$ cat config.mk
export PLATFORM = sky130hd
export DESIGN_NAME = tuner_control_register_bank
export DESIGN_NICKNAME = d
export VERILOG_FILES = /design/src/serial_line_frontend.v /design/src/tuner_control_register_bank.v
export VERILOG_INCLUDE_DIRS = /design/src
export SDC_FILE = /design/constraint.sdc
export NUM_CORES = 1
export LEC_CHECK = 0
export ABC_AREA = 1
export BUFFER_PORTS_ARGS = -buffer_cell sky130_fd_sc_hd__clkbuf_2
export CORE_MARGIN = 1.5
export CORE_UTILIZATION = 50
export DETAILED_ROUTE_END_ITERATION = 12
export MAX_ROUTING_LAYER = met4
export PLACE_DENSITY_LB_ADDON = 0.3
export SLEW_MARGIN = 10
export SYNTH_ARGS = -nofsm -noshare
export SYNTH_HDL_FRONTEND = slang
export SYNTH_SLANG_ARGS = --single-unit
$ cat constraint.sdc
create_clock -name mclk_i -period 1.55 [get_ports mclk_i]
set_input_delay 0.31 -clock mclk_i [delete_from_list [all_inputs] [get_ports mclk_i]]
set_output_delay 0.31 -clock mclk_i [all_outputs]
set_load 0.01 [all_outputs]
$ cat src/tuner_ctrl_defines.vh
// Shared constants of the tuner control register bank: sub-addresses,
// field positions, reset values and serial-frame figures.
// Assumes inclusion by bare name from the design files of this folder.
`ifndef TUNER_CTRL_DEFINES_VH
`define TUNER_CTRL_DEFINES_VH

// ----------------------------------------------------------------------
// Sub-addresses of the write-only configuration bytes
// ----------------------------------------------------------------------
`define SUB_FILTER_TRIM    3'h0
`define SUB_CHARGE_PUMP    3'h1
`define SUB_OSC_BAND       3'h2
`define SUB_OPERATING      3'h3
`define SUB_REF_DIV_POWER  3'h4
`define SUB_REF_DIVIDER    3'h5
`define SUB_FB_DIV_HIGH    3'h6
`define SUB_FB_DIV_LOW     3'h7
`define NUM_CFG_REGS       8

// ----------------------------------------------------------------------
// Reset values of the configuration bytes
// ----------------------------------------------------------------------
`define RST_FILTER_TRIM    8'h10
`define RST_CHARGE_PUMP    8'hF1
`define RST_OTHER          8'h00

// ----------------------------------------------------------------------
// Field positions
// ----------------------------------------------------------------------
`define TRIM_CODE_MSB      7
`define TRIM_CODE_LSB      5
`define TRIM_SRC_BIT       4
`define MIXER_DIS_BIT      3
`define DIAG_MSB           2
`define DIAG_LSB           0
`define PUMP_CUR_MSB       7
`define PUMP_CUR_LSB       6
`define PUMP_AUTO_BIT      5
`define PREBIAS_EN_BIT     4
`define REF_PREBIAS_BIT    3
`define FB_PREBIAS_BIT     2
`define PUMP_ON_BIT        1
`define AUTOSEL_EN_BIT     0
`define OSC_SEL_MSB        7
`define OSC_SEL_LSB        6
`define SUB_BAND_MSB       5
`define SUB_BAND_LSB       3
`define CONV_LATCH_BIT     2
`define CONV_EN_BIT        1
`define LOCK_TC_BIT        0
`define OUT_MODE_BIT       7
`define BB_LEVEL_MSB       6
`define BB_LEVEL_LSB       5
`define INJ_SIDE_BIT       4
`define DET_SET_MSB        3
`define DET_SET_LSB        1
`define DET_EN_BIT         0
`define REF_OUT_DIV_MSB    7
`define REF_OUT_DIV_LSB    3
`define PWR_DOWN_BIT       2
`define STANDBY_BIT        1
`define QUAD_OFF_BIT       0
`define FB_LOW_MSB         7
`define FB_LOW_LSB         3

// ----------------------------------------------------------------------
// Diagnostic select codes: normal (test output low), or a signal routed to the test output
// ----------------------------------------------------------------------
`define DIAG_NORMAL        3'h0
`define DIAG_FB_DIV        3'h5
`define DIAG_REF_DIV       3'h6
`define DIAG_LO            3'h7

// ----------------------------------------------------------------------
// Serial frame
// ----------------------------------------------------------------------
`define BITS_PER_BYTE      4'h8
`define DEV_ADDR_DEFAULT   7'h60

`endif

$ cat src/serial_line_frontend.v
// Two-wire line front end: synchronises clock and data lines into the
// system clock and reports clock edges and start and stop conditions.
// Assumes the serial clock is much slower than the system clock.
`timescale 1ns/10ps

module serial_line_frontend (
   input  wire mclk_i,        // System clock
   input  wire rst_i,         // Synchronous reset, active high
   input  wire scl_i,         // Serial clock pin level
   input  wire sda_i,         // Serial data pin level
   output wire sda_level_o,   // Synchronised data level
   output wire scl_rise_o,    // One-cycle pulse on clock rise
   output wire scl_fall_o,    // One-cycle pulse on clock fall
   output wire start_o,       // One-cycle pulse on start condition
   output wire stop_o         // One-cycle pulse on stop condition
);

   reg scl_meta;
   reg scl_sync;
   reg scl_dly;
   reg sda_meta;
   reg sda_sync;
   reg sda_dly;

   // -------------------------------------------------------------------
   // Two-stage synchronisers and one delay stage for edge detection
   // -------------------------------------------------------------------
   always @(posedge mclk_i) begin
      if (rst_i) begin
         scl_meta <= 1'b1;
         scl_sync <= 1'b1;
         scl_dly  <= 1'b1;
         sda_meta <= 1'b1;
         sda_sync <= 1'b1;
         sda_dly  <= 1'b1;
      end else begin
         scl_meta <= scl_i;
         scl_sync <= scl_meta;
         scl_dly  <= scl_sync;
         sda_meta <= sda_i;
         sda_sync <= sda_meta;
         sda_dly  <= sda_sync;
      end
   end

   assign sda_level_o = sda_sync;
   assign scl_rise_o  = scl_sync & ~scl_dly;
   assign scl_fall_o  = ~scl_sync & scl_dly;
   // Data moving while the clock stays high marks frame boundaries
   assign start_o     = scl_sync & scl_dly & sda_dly & ~sda_sync;
   assign stop_o      = scl_sync & scl_dly & ~sda_dly & sda_sync;

endmodule // serial_line_frontend

$ cat src/tuner_control_register_bank.v
// Control register bank of the tuner: eight write-only configuration
// bytes and two read-only status bytes behind a two-wire serial slave.
// Assumes status inputs and divider taps are synchronous to mclk_i and
// that the pad supplies the pull-up of the reference-select pin.
`timescale 1ns/10ps
`include "tuner_ctrl_defines.vh"

module tuner_control_register_bank #(
   parameter [6:0] DEV_ADDR = `DEV_ADDR_DEFAULT   // Slave address on the link
) (
   input  wire        mclk_i,                 // System clock, 10 MHz
   input  wire        nrst_i,                 // Synchronous reset, active low
   input  wire        shutdown_pin_n_i,       // Shutdown pin, active low
   input  wire        scl_i,                  // Serial clock pin
   input  wire        sda_i,                  // Serial data pin level
   output wire        sda_o,                  // Serial data drive value
   output wire        sda_oe_o,               // Serial data drive enable
   input  wire        ref_source_select_i,    // Reference select pin
   input  wire [1:0]  act_pump_current_i,     // Active pump current code
   input  wire        power_indication_i,     // Power indication
   input  wire        autoselect_flag_a_i,    // Autoselect flag a
   input  wire        autoselect_flag_e_i,    // Autoselect flag e
   input  wire [1:0]  act_osc_select_i,       // Selected oscillator
   input  wire [2:0]  act_sub_band_i,         // Selected sub-band
   input  wire [2:0]  converter_reading_i,    // Converter reading
   input  wire        fb_div_tap_i,           // Feedback divider output
   input  wire        ref_div_tap_i,          // Reference divider output
   input  wire        lo_tap_i,               // Local oscillator tap
   output reg         test_out_o,             // Test output pin
   output wire        device_on_o,            // Device powered and active
   output wire        tcxo_enable_o,          // External oscillator enable
   output wire        xtal_enable_o,          // Crystal input enable
   output wire [2:0]  filter_trim_code_o,     // Filter trim code
   output wire        trim_source_select_o,   // Trim source select
   output wire        mixer_disable_o,        // Mixer disable
   output wire [2:0]  diag_select_o,          // Diagnostic select
   output wire [1:0]  pump_current_code_o,    // Pump current code
   output wire        pump_current_auto_o,    // Pump current auto mode
   output wire        prebias_enable_o,       // Prebias enable
   output wire        ref_prebias_time_o,     // Reference prebias time
   output wire        fb_prebias_time_o,      // Feedback prebias time
   output wire        pump_on_time_o,         // Pump on-time
   output wire        osc_autoselect_enable_o,// Oscillator autoselect enable
   output wire [1:0]  oscillator_select_o,    // Oscillator select
   output wire [2:0]  sub_band_select_o,      // Sub-band select
   output wire        converter_latch_o,      // Converter latch
   output wire        converter_enable_o,     // Converter enable
   output wire        lock_time_constant_o,   // Lock time constant
   output wire        output_mode_o,          // Output mode
   output wire [1:0]  baseband_level_o,       // Baseband level
   output wire        injection_side_o,       // Injection side
   output wire [2:0]  detector_setting_o,     // Power detector setting
   output wire        detector_enable_o,      // Power detector enable
   output wire [4:0]  ref_out_divide_o,       // Reference output divide
   output wire        power_down_o,           // Power-down in effect
   output wire        standby_o,              // Standby in effect
   output wire        quadrature_off_o,       // Quadrature output off
   output wire [7:0]  ref_divider_ratio_o,    // Reference divider ratio
   output wire [12:0] fb_divider_ratio_o      // Feedback divider ratio
);

   // -------------------------------------------------------------------
   // Link states
   // -------------------------------------------------------------------
   localparam [2:0] S_IDLE = 3'h0;
   localparam [2:0] S_ADDR = 3'h1;
   localparam [2:0] S_ACK  = 3'h2;
   localparam [2:0] S_WR   = 3'h3;
   localparam [2:0] S_RD   = 3'h4;
   localparam [2:0] S_RACK = 3'h5;
   localparam [2:0] S_WAIT = 3'h6;

   reg        shutdown_pin_meta;
   reg        shutdown_pin_sync;
   reg        rsel_meta;
   reg        rsel_sync;
   reg [2:0]  state;
   reg [3:0]  bit_cnt;
   reg [7:0]  shift;
   reg [7:0]  out_byte;
   reg [7:0]  sub_ptr;
   reg        is_read;
   reg        first_byte;
   reg        rd_sel;
   reg        drive_low;
   reg        wr_en;
   reg [2:0]  wr_addr;
   reg [7:0]  wr_data;
   reg [7:0]  cfg [0:`NUM_CFG_REGS-1];
   wire       run;
   wire       sda_level;
   wire       scl_rise;
   wire       scl_fall;
   wire       start_cond;
   wire       stop_cond;
   wire [7:0] status_first;
   wire [7:0] status_second;
   integer    i;

   // -------------------------------------------------------------------
   // Status byte select, first or second
   // -------------------------------------------------------------------
   function [7:0] status_byte;
      input       sel;
      input [7:0] first;
      input [7:0] second;
      begin
         status_byte = sel ? second : first;
      end
   endfunction

   function [7:0] cfg_reset;
      input [2:0] idx;
      begin
         case (idx)
            `SUB_FILTER_TRIM: cfg_reset = `RST_FILTER_TRIM;
            `SUB_CHARGE_PUMP: cfg_reset = `RST_CHARGE_PUMP;
            default:          cfg_reset = `RST_OTHER;
         endcase
      end
   endfunction

   // -------------------------------------------------------------------
   // Shutdown and reference-select pins
   // -------------------------------------------------------------------
   always @(posedge mclk_i) begin
      if (!nrst_i) begin
         shutdown_pin_meta <= 1'b0;
         shutdown_pin_sync <= 1'b0;
         rsel_meta <= 1'b1;
         rsel_sync <= 1'b1;
      end else begin
         shutdown_pin_meta <= shutdown_pin_n_i;
         shutdown_pin_sync <= shutdown_pin_meta;
         rsel_meta <= ref_source_select_i;
         rsel_sync <= rsel_meta;
      end
   end

   // Shutdown holds the serial slave and the configuration registers in reset; the pin synchronisers keep running
   assign run         = nrst_i & shutdown_pin_sync;
   assign device_on_o = run;

   serial_line_frontend u_frontend (
      .mclk_i      (mclk_i),
      .rst_i       (~run),
      .scl_i       (scl_i),
      .sda_i       (sda_i),
      .sda_level_o (sda_level),
      .scl_rise_o  (scl_rise),
      .scl_fall_o  (scl_fall),
      .start_o     (start_cond),
      .stop_o      (stop_cond)
   );

   // -------------------------------------------------------------------
   // Serial slave
   // -------------------------------------------------------------------
   assign status_first  = {3'h0, act_pump_current_i, power_indication_i,
                           autoselect_flag_a_i, autoselect_flag_e_i};
   assign status_second = {act_osc_select_i, act_sub_band_i,
                           converter_reading_i};

   always @(posedge mclk_i) begin
      wr_en <= 1'b0;
      if (!run) begin
         state      <= S_IDLE;
         bit_cnt    <= 4'h0;
         shift      <= 8'h00;
         out_byte   <= 8'h00;
         sub_ptr    <= 8'h00;
         is_read    <= 1'b0;
         first_byte <= 1'b0;
         rd_sel     <= 1'b0;
         drive_low  <= 1'b0;
         wr_addr    <= 3'h0;
         wr_data    <= 8'h00;
      end else if (start_cond) begin
         state     <= S_ADDR;
         bit_cnt   <= 4'h0;
         drive_low <= 1'b0;
      end else if (stop_cond) begin
         state     <= S_IDLE;
         drive_low <= 1'b0;
      end else begin
         case (state)
            S_ADDR: begin
               if (scl_rise) begin
                  shift   <= {shift[6:0], sda_level};
                  bit_cnt <= bit_cnt + 4'h1;
               end else if (scl_fall && bit_cnt == `BITS_PER_BYTE) begin
                  if (shift[7:1] == DEV_ADDR) begin
                     drive_low  <= 1'b1;
                     is_read    <= shift[0];
                     first_byte <= 1'b1;
                     rd_sel     <= 1'b0;
                     state      <= S_ACK;
                  end else begin
                     state <= S_WAIT;
                  end
               end
            end
            S_ACK: begin
               if (scl_fall) begin
                  bit_cnt <= 4'h0;
                  if (is_read) begin
                     // Reads have no sub-address phase
                     out_byte  <= status_byte(rd_sel, status_first,
                                              status_second);
                     drive_low <= ~(rd_sel ? status_second[7]
                                           : status_first[7]);
                     rd_sel    <= ~rd_sel;
                     state     <= S_RD;
                  end else begin
                     drive_low <= 1'b0;
                     state     <= S_WR;
                  end
               end
            end
            S_WR: begin
               if (scl_rise) begin
                  shift   <= {shift[6:0], sda_level};
                  bit_cnt <= bit_cnt + 4'h1;
               end else if (scl_fall && bit_cnt == `BITS_PER_BYTE) begin
                  if (first_byte) begin
                     sub_ptr    <= shift;
                     first_byte <= 1'b0;
                  end else begin
                     // Bytes past the last register are taken but dropped
                     wr_en   <= (sub_ptr[7:3] == 5'h00);
                     wr_addr <= sub_ptr[2:0];
                     wr_data <= shift;
                     sub_ptr <= sub_ptr + 8'h01;
                  end
                  drive_low <= 1'b1;
                  state     <= S_ACK;
               end
            end
            S_RD: begin
               if (scl_rise) begin
                  bit_cnt <= bit_cnt + 4'h1;
               end else if (scl_fall) begin
                  if (bit_cnt == `BITS_PER_BYTE) begin
                     drive_low <= 1'b0;
                     state     <= S_RACK;
                  end else begin
                     drive_low <= ~out_byte[6];
                     out_byte  <= {out_byte[6:0], 1'b0};
                  end
               end
            end
            S_RACK: begin
               if (scl_rise) begin
                  shift[0] <= sda_level;
               end else if (scl_fall) begin
                  bit_cnt <= 4'h0;
                  if (!shift[0]) begin
                     out_byte  <= status_byte(rd_sel, status_first,
                                              status_second);
                     drive_low <= ~(rd_sel ? status_second[7]
                                           : status_first[7]);
                     rd_sel    <= ~rd_sel;
                     state     <= S_RD;
                  end else begin
                     state <= S_WAIT;
                  end
               end
            end
            S_IDLE, S_WAIT: begin
               drive_low <= 1'b0;
            end
            default: begin
               state     <= S_IDLE;
               drive_low <= 1'b0;
            end
         endcase
      end
   end

   // Open drain: only ever pulls low
   assign sda_o    = 1'b0;
   assign sda_oe_o = drive_low;

   // -------------------------------------------------------------------
   // Configuration registers
   // -------------------------------------------------------------------
   always @(posedge mclk_i) begin
      if (!run) begin
         for (i = 0; i < `NUM_CFG_REGS; i = i + 1) begin
            cfg[i] <= cfg_reset(i[2:0]);
         end
      end else if (wr_en) begin
         cfg[wr_addr] <= wr_data;
      end
   end

   assign filter_trim_code_o   = cfg[`SUB_FILTER_TRIM][`TRIM_CODE_MSB:`TRIM_CODE_LSB];
   assign trim_source_select_o = cfg[`SUB_FILTER_TRIM][`TRIM_SRC_BIT];
   assign mixer_disable_o      = cfg[`SUB_FILTER_TRIM][`MIXER_DIS_BIT];
   assign diag_select_o        = cfg[`SUB_FILTER_TRIM][`DIAG_MSB:`DIAG_LSB];

   assign pump_current_code_o     = cfg[`SUB_CHARGE_PUMP][`PUMP_CUR_MSB:`PUMP_CUR_LSB];
   assign pump_current_auto_o     = cfg[`SUB_CHARGE_PUMP][`PUMP_AUTO_BIT];
   assign prebias_enable_o        = cfg[`SUB_CHARGE_PUMP][`PREBIAS_EN_BIT];
   assign ref_prebias_time_o      = cfg[`SUB_CHARGE_PUMP][`REF_PREBIAS_BIT];
   assign fb_prebias_time_o       = cfg[`SUB_CHARGE_PUMP][`FB_PREBIAS_BIT];
   assign pump_on_time_o          = cfg[`SUB_CHARGE_PUMP][`PUMP_ON_BIT];
   assign osc_autoselect_enable_o = cfg[`SUB_CHARGE_PUMP][`AUTOSEL_EN_BIT];

   assign oscillator_select_o  = cfg[`SUB_OSC_BAND][`OSC_SEL_MSB:`OSC_SEL_LSB];
   assign sub_band_select_o    = cfg[`SUB_OSC_BAND][`SUB_BAND_MSB:`SUB_BAND_LSB];
   assign converter_latch_o    = cfg[`SUB_OSC_BAND][`CONV_LATCH_BIT];
   assign converter_enable_o   = cfg[`SUB_OSC_BAND][`CONV_EN_BIT];
   assign lock_time_constant_o = cfg[`SUB_OSC_BAND][`LOCK_TC_BIT];

   assign output_mode_o      = cfg[`SUB_OPERATING][`OUT_MODE_BIT];
   assign baseband_level_o   = cfg[`SUB_OPERATING][`BB_LEVEL_MSB:`BB_LEVEL_LSB];
   assign injection_side_o   = cfg[`SUB_OPERATING][`INJ_SIDE_BIT];
   assign detector_setting_o = cfg[`SUB_OPERATING][`DET_SET_MSB:`DET_SET_LSB];
   assign detector_enable_o  = cfg[`SUB_OPERATING][`DET_EN_BIT];

   assign ref_out_divide_o = cfg[`SUB_REF_DIV_POWER][`REF_OUT_DIV_MSB:`REF_OUT_DIV_LSB];
   // Shutdown forces power-down and standby on
   assign power_down_o     = ~run | cfg[`SUB_REF_DIV_POWER][`PWR_DOWN_BIT];
   assign standby_o        = ~run | cfg[`SUB_REF_DIV_POWER][`STANDBY_BIT];
   assign quadrature_off_o = cfg[`SUB_REF_DIV_POWER][`QUAD_OFF_BIT];

   assign ref_divider_ratio_o = cfg[`SUB_REF_DIVIDER];
   assign fb_divider_ratio_o  = {cfg[`SUB_FB_DIV_HIGH],
                                 cfg[`SUB_FB_DIV_LOW][`FB_LOW_MSB:`FB_LOW_LSB]};

   // -------------------------------------------------------------------
   // Reference source and test output
   // -------------------------------------------------------------------
   assign tcxo_enable_o = run & rsel_sync;
   assign xtal_enable_o = run & ~rsel_sync;

   always @(posedge mclk_i) begin
      if (!run) begin
         test_out_o <= 1'b0;
      end else begin
         case (diag_select_o)
            `DIAG_FB_DIV:  test_out_o <= fb_div_tap_i;
            `DIAG_REF_DIV: test_out_o <= ref_div_tap_i;
            `DIAG_LO:      test_out_o <= lo_tap_i;
            default:       test_out_o <= 1'b0;
         endcase
      end
   end

endmodule // tuner_control_register_bank

==> qor.yml <==
overflow: 0
crit_fanout: 5
synth-xor-area-share_pct: 0.174
peakVddDrop_uv: 719
maxCapViolations: 0
grt_max_degree: 18
synth-simple-area-share_pct: 24.5
synth-edff-count: 61
hpwl_mm: 7.86
clk_latency_ps: 510
synth_fa_ha_area_share_pct: 0.744
io_buffers: 87
synthMuxAreaShare_pct: 0
layout-drive-gt1-share_pct: 36.0
final_nets: 757
grt_pass1_wl_mm: 18.1
yosys.area.top_type: "edfxtp_1"
yosysSeqAreaShare_pct: 58.9
area_delta_synth_final_pct: 39.3
violations: "setup timing"
synthMostInstantiatedCell: "nand2_1"
clkSinkCount: 118
setup_slack_ps: -111
grt_pass1_vias: 3988
final_max_slew_viol_count: 0
grt_usage_pct: 22.6
post_drt_wl_per_cell_um: 14.2
path_cells: "nand2_2, buf_6, or2_4, buf_6"
start_util_pct: 51.6
cts_buffers: 17
antenna_violating_nets_post_route: 0
synth_top_area_share_pct: 36.3
slowest_stage: "dfxtp_2"
rsz0062_at_grt: "true"
status: "finished with violations"
die_width_um: 103
synth.cell_area_um2: 5050
clockBufferDepth: 2
die-height_um: 103
die_area_um2: 10700
synthTopCellsByArea: "edfxtp_1, dfxtp_1, nand2_1"
rows: 36
cts_max_level: 4
globalplace.congestion: 0.948
synth_cell_types: 34
post-route-period-util_pct: 107
worstPathArrival_ps: 1350
antenna_cells: 0
antenna_found_initial: 0
critPathMaxStageDelay_ps: 320
async_reset_ff_share_pct: 0
placed_cell_area_um2: 5880
synth_top_family_by_area: "simple AND/OR/NAND/NOR gates"
vias: 4549
r2r_slack_ps: -50
ys_ff_latch: 118
synth_compound_area_share_pct: 8.95
synth_area_per_cell_um2: 8.69
post-route-util_pct: 71.9
setup_viol: 16
synth_common_cells: "nand2_1, nor2_1, edfxtp_1, dfxtp_1, inv_1"
hp-class: "in -> reg"
powerDensity_nw_per_um2: 1050
fmax_ghz: 0.602
routed_via_density: 5.18
finalCriticalPeriod_ps: 1660
first_iter_violations: 315
io_pins: 89
cts_tree: "done"
fin_area_um2: 7030
startpoint_type: "register"
syn_inst: 581
dpl_worst_slack_ps: -5.71
core_um2: 9770
worstSetupPathType: "reg -> out"
wl_mm: 12.4
finClkSkew_ps: 8.10
worstPathRequired_ps: 1240
hold_violations: 0
ys.flop_type: "edfxtp_1"
drc: 0
ys_warn_count: 0
cp_common_cell: "buf_6"
p_leak_nw: 2.94
path_clk_slew_ps: 60
syn-num-nets: 606
root_buffer: "clkbuf_8"
dr.pass1.iters: 4
holdWs_ps: 32.4
cp-end-kind: "output port"
==> routing by layer <==
metal / routed length (um) / global-route usage, % / share of wire, % / up-vias
met4: 227 / 8.52 / 1.8 / 0
met3: 749 / 3.49 / 6.0 / 27
met1: 4990 / 27.2 / 40 / 2149
met2: 6460 / 38.4 / 52 / 171
met5: 0 / - / 0 / -
li1: - / - / - / 2202
==> cells by family (layout without fill, tap and decap cells) <==
group,count (synthesis),count (layout)
other cells,1,1
flops,118,118
compound gates,83,83
simple gates,296,297
fa+ha+maj,3,3
xor+xnor,1,1
buf+inv,79,242
==> final timing paths <==
path                                           to  cells past startpoint               from
worst max-delay path                 power_down_o                      4  shutdown_pin_sync
worst min register to register  shutdown_pin_sync                      2  shutdown_pin_meta
worst min-delay path                   test_out_o                      3      ref_div_tap_i
worst max register to register         wr_data[1]                     10         bit_cnt[1]
==> critical path, delay by kind of cell (launching register included) <==
family | cells | cell delay, ps
DFF | 1 | 320
and+or+nand+nor | 2 | 280
buffers and inverters | 2 | 250
==> cells in the final DEF, fill, tap and decap left out, drive strengths merged <==
master,count
clkinv,14
a221oi,1
or2,7
o21ai,38
a21boi,1
a31oi,2
inv,56
nand2,130
buf,63
xor2,1
a211oi,1
nor2,120
nand3b,1
and2,2
nand3,23
a21oi,37
clkbuf,100
ha,3
clkinvlp,1
conb,1
edfxtp,61
bufinv,3
bufbuf,1
nand4,11
dlygate4sd3,4
nor3,3
dfxtp,57
o31ai,1
o211ai,2
==> where the power goes <==
part	switching [W]	internal, W	total (W)
sequential	0.0000138	0.00331	0.00332
combinational	0.000101	0.0000935	0.000194
clock	0.00143	0.00246	0.00389
==> final cells by class <==
class / instances / area [um2]
Sequential cell: 118 / 2990
Fill cell: 703 / 2740
Multi-Input combinational cell: 385 / 2010
Timing Repair Buffer: 150 / 1040
Clock buffer: 18 / 418
Inverter: 60 / 238
Clock inverter: 14 / 174
Tap cell: 133 / 166
==> timing repair <==
item | CTS | global route
setup buffers | 5 | 9
gates cloned | 1 | 1
setup endpoints to repair | 12 | 88
endpoints found under the hold margin | 4 | 0
gates resized for setup | 19 | 110
pin swaps | 2 | 29
hold buffers | 4 | 0
==> state kept, by name, summed over array words and instances, names as in the netlist, 3 cells and up <==
name	flops
cfg	61
shift	8
out_byte	7
state	3
wr_addr	3
wr_data	8
bit_cnt	4
sub_ptr	8
==> per-stage QoR <==
stage          total power [W]  TNS (ps)  cells
2_1_floorplan          0.00346     -1820    581
3_3_place_gp           0.00353         0    826
3_5_place_dp           0.00354     -5.71    826
4_1_cts                0.00739      -521    868
5_1_grt                0.00757     -2870    878
6_report               0.00741      -688    878
No activity file was read; power rests on OpenSTA's default activity.
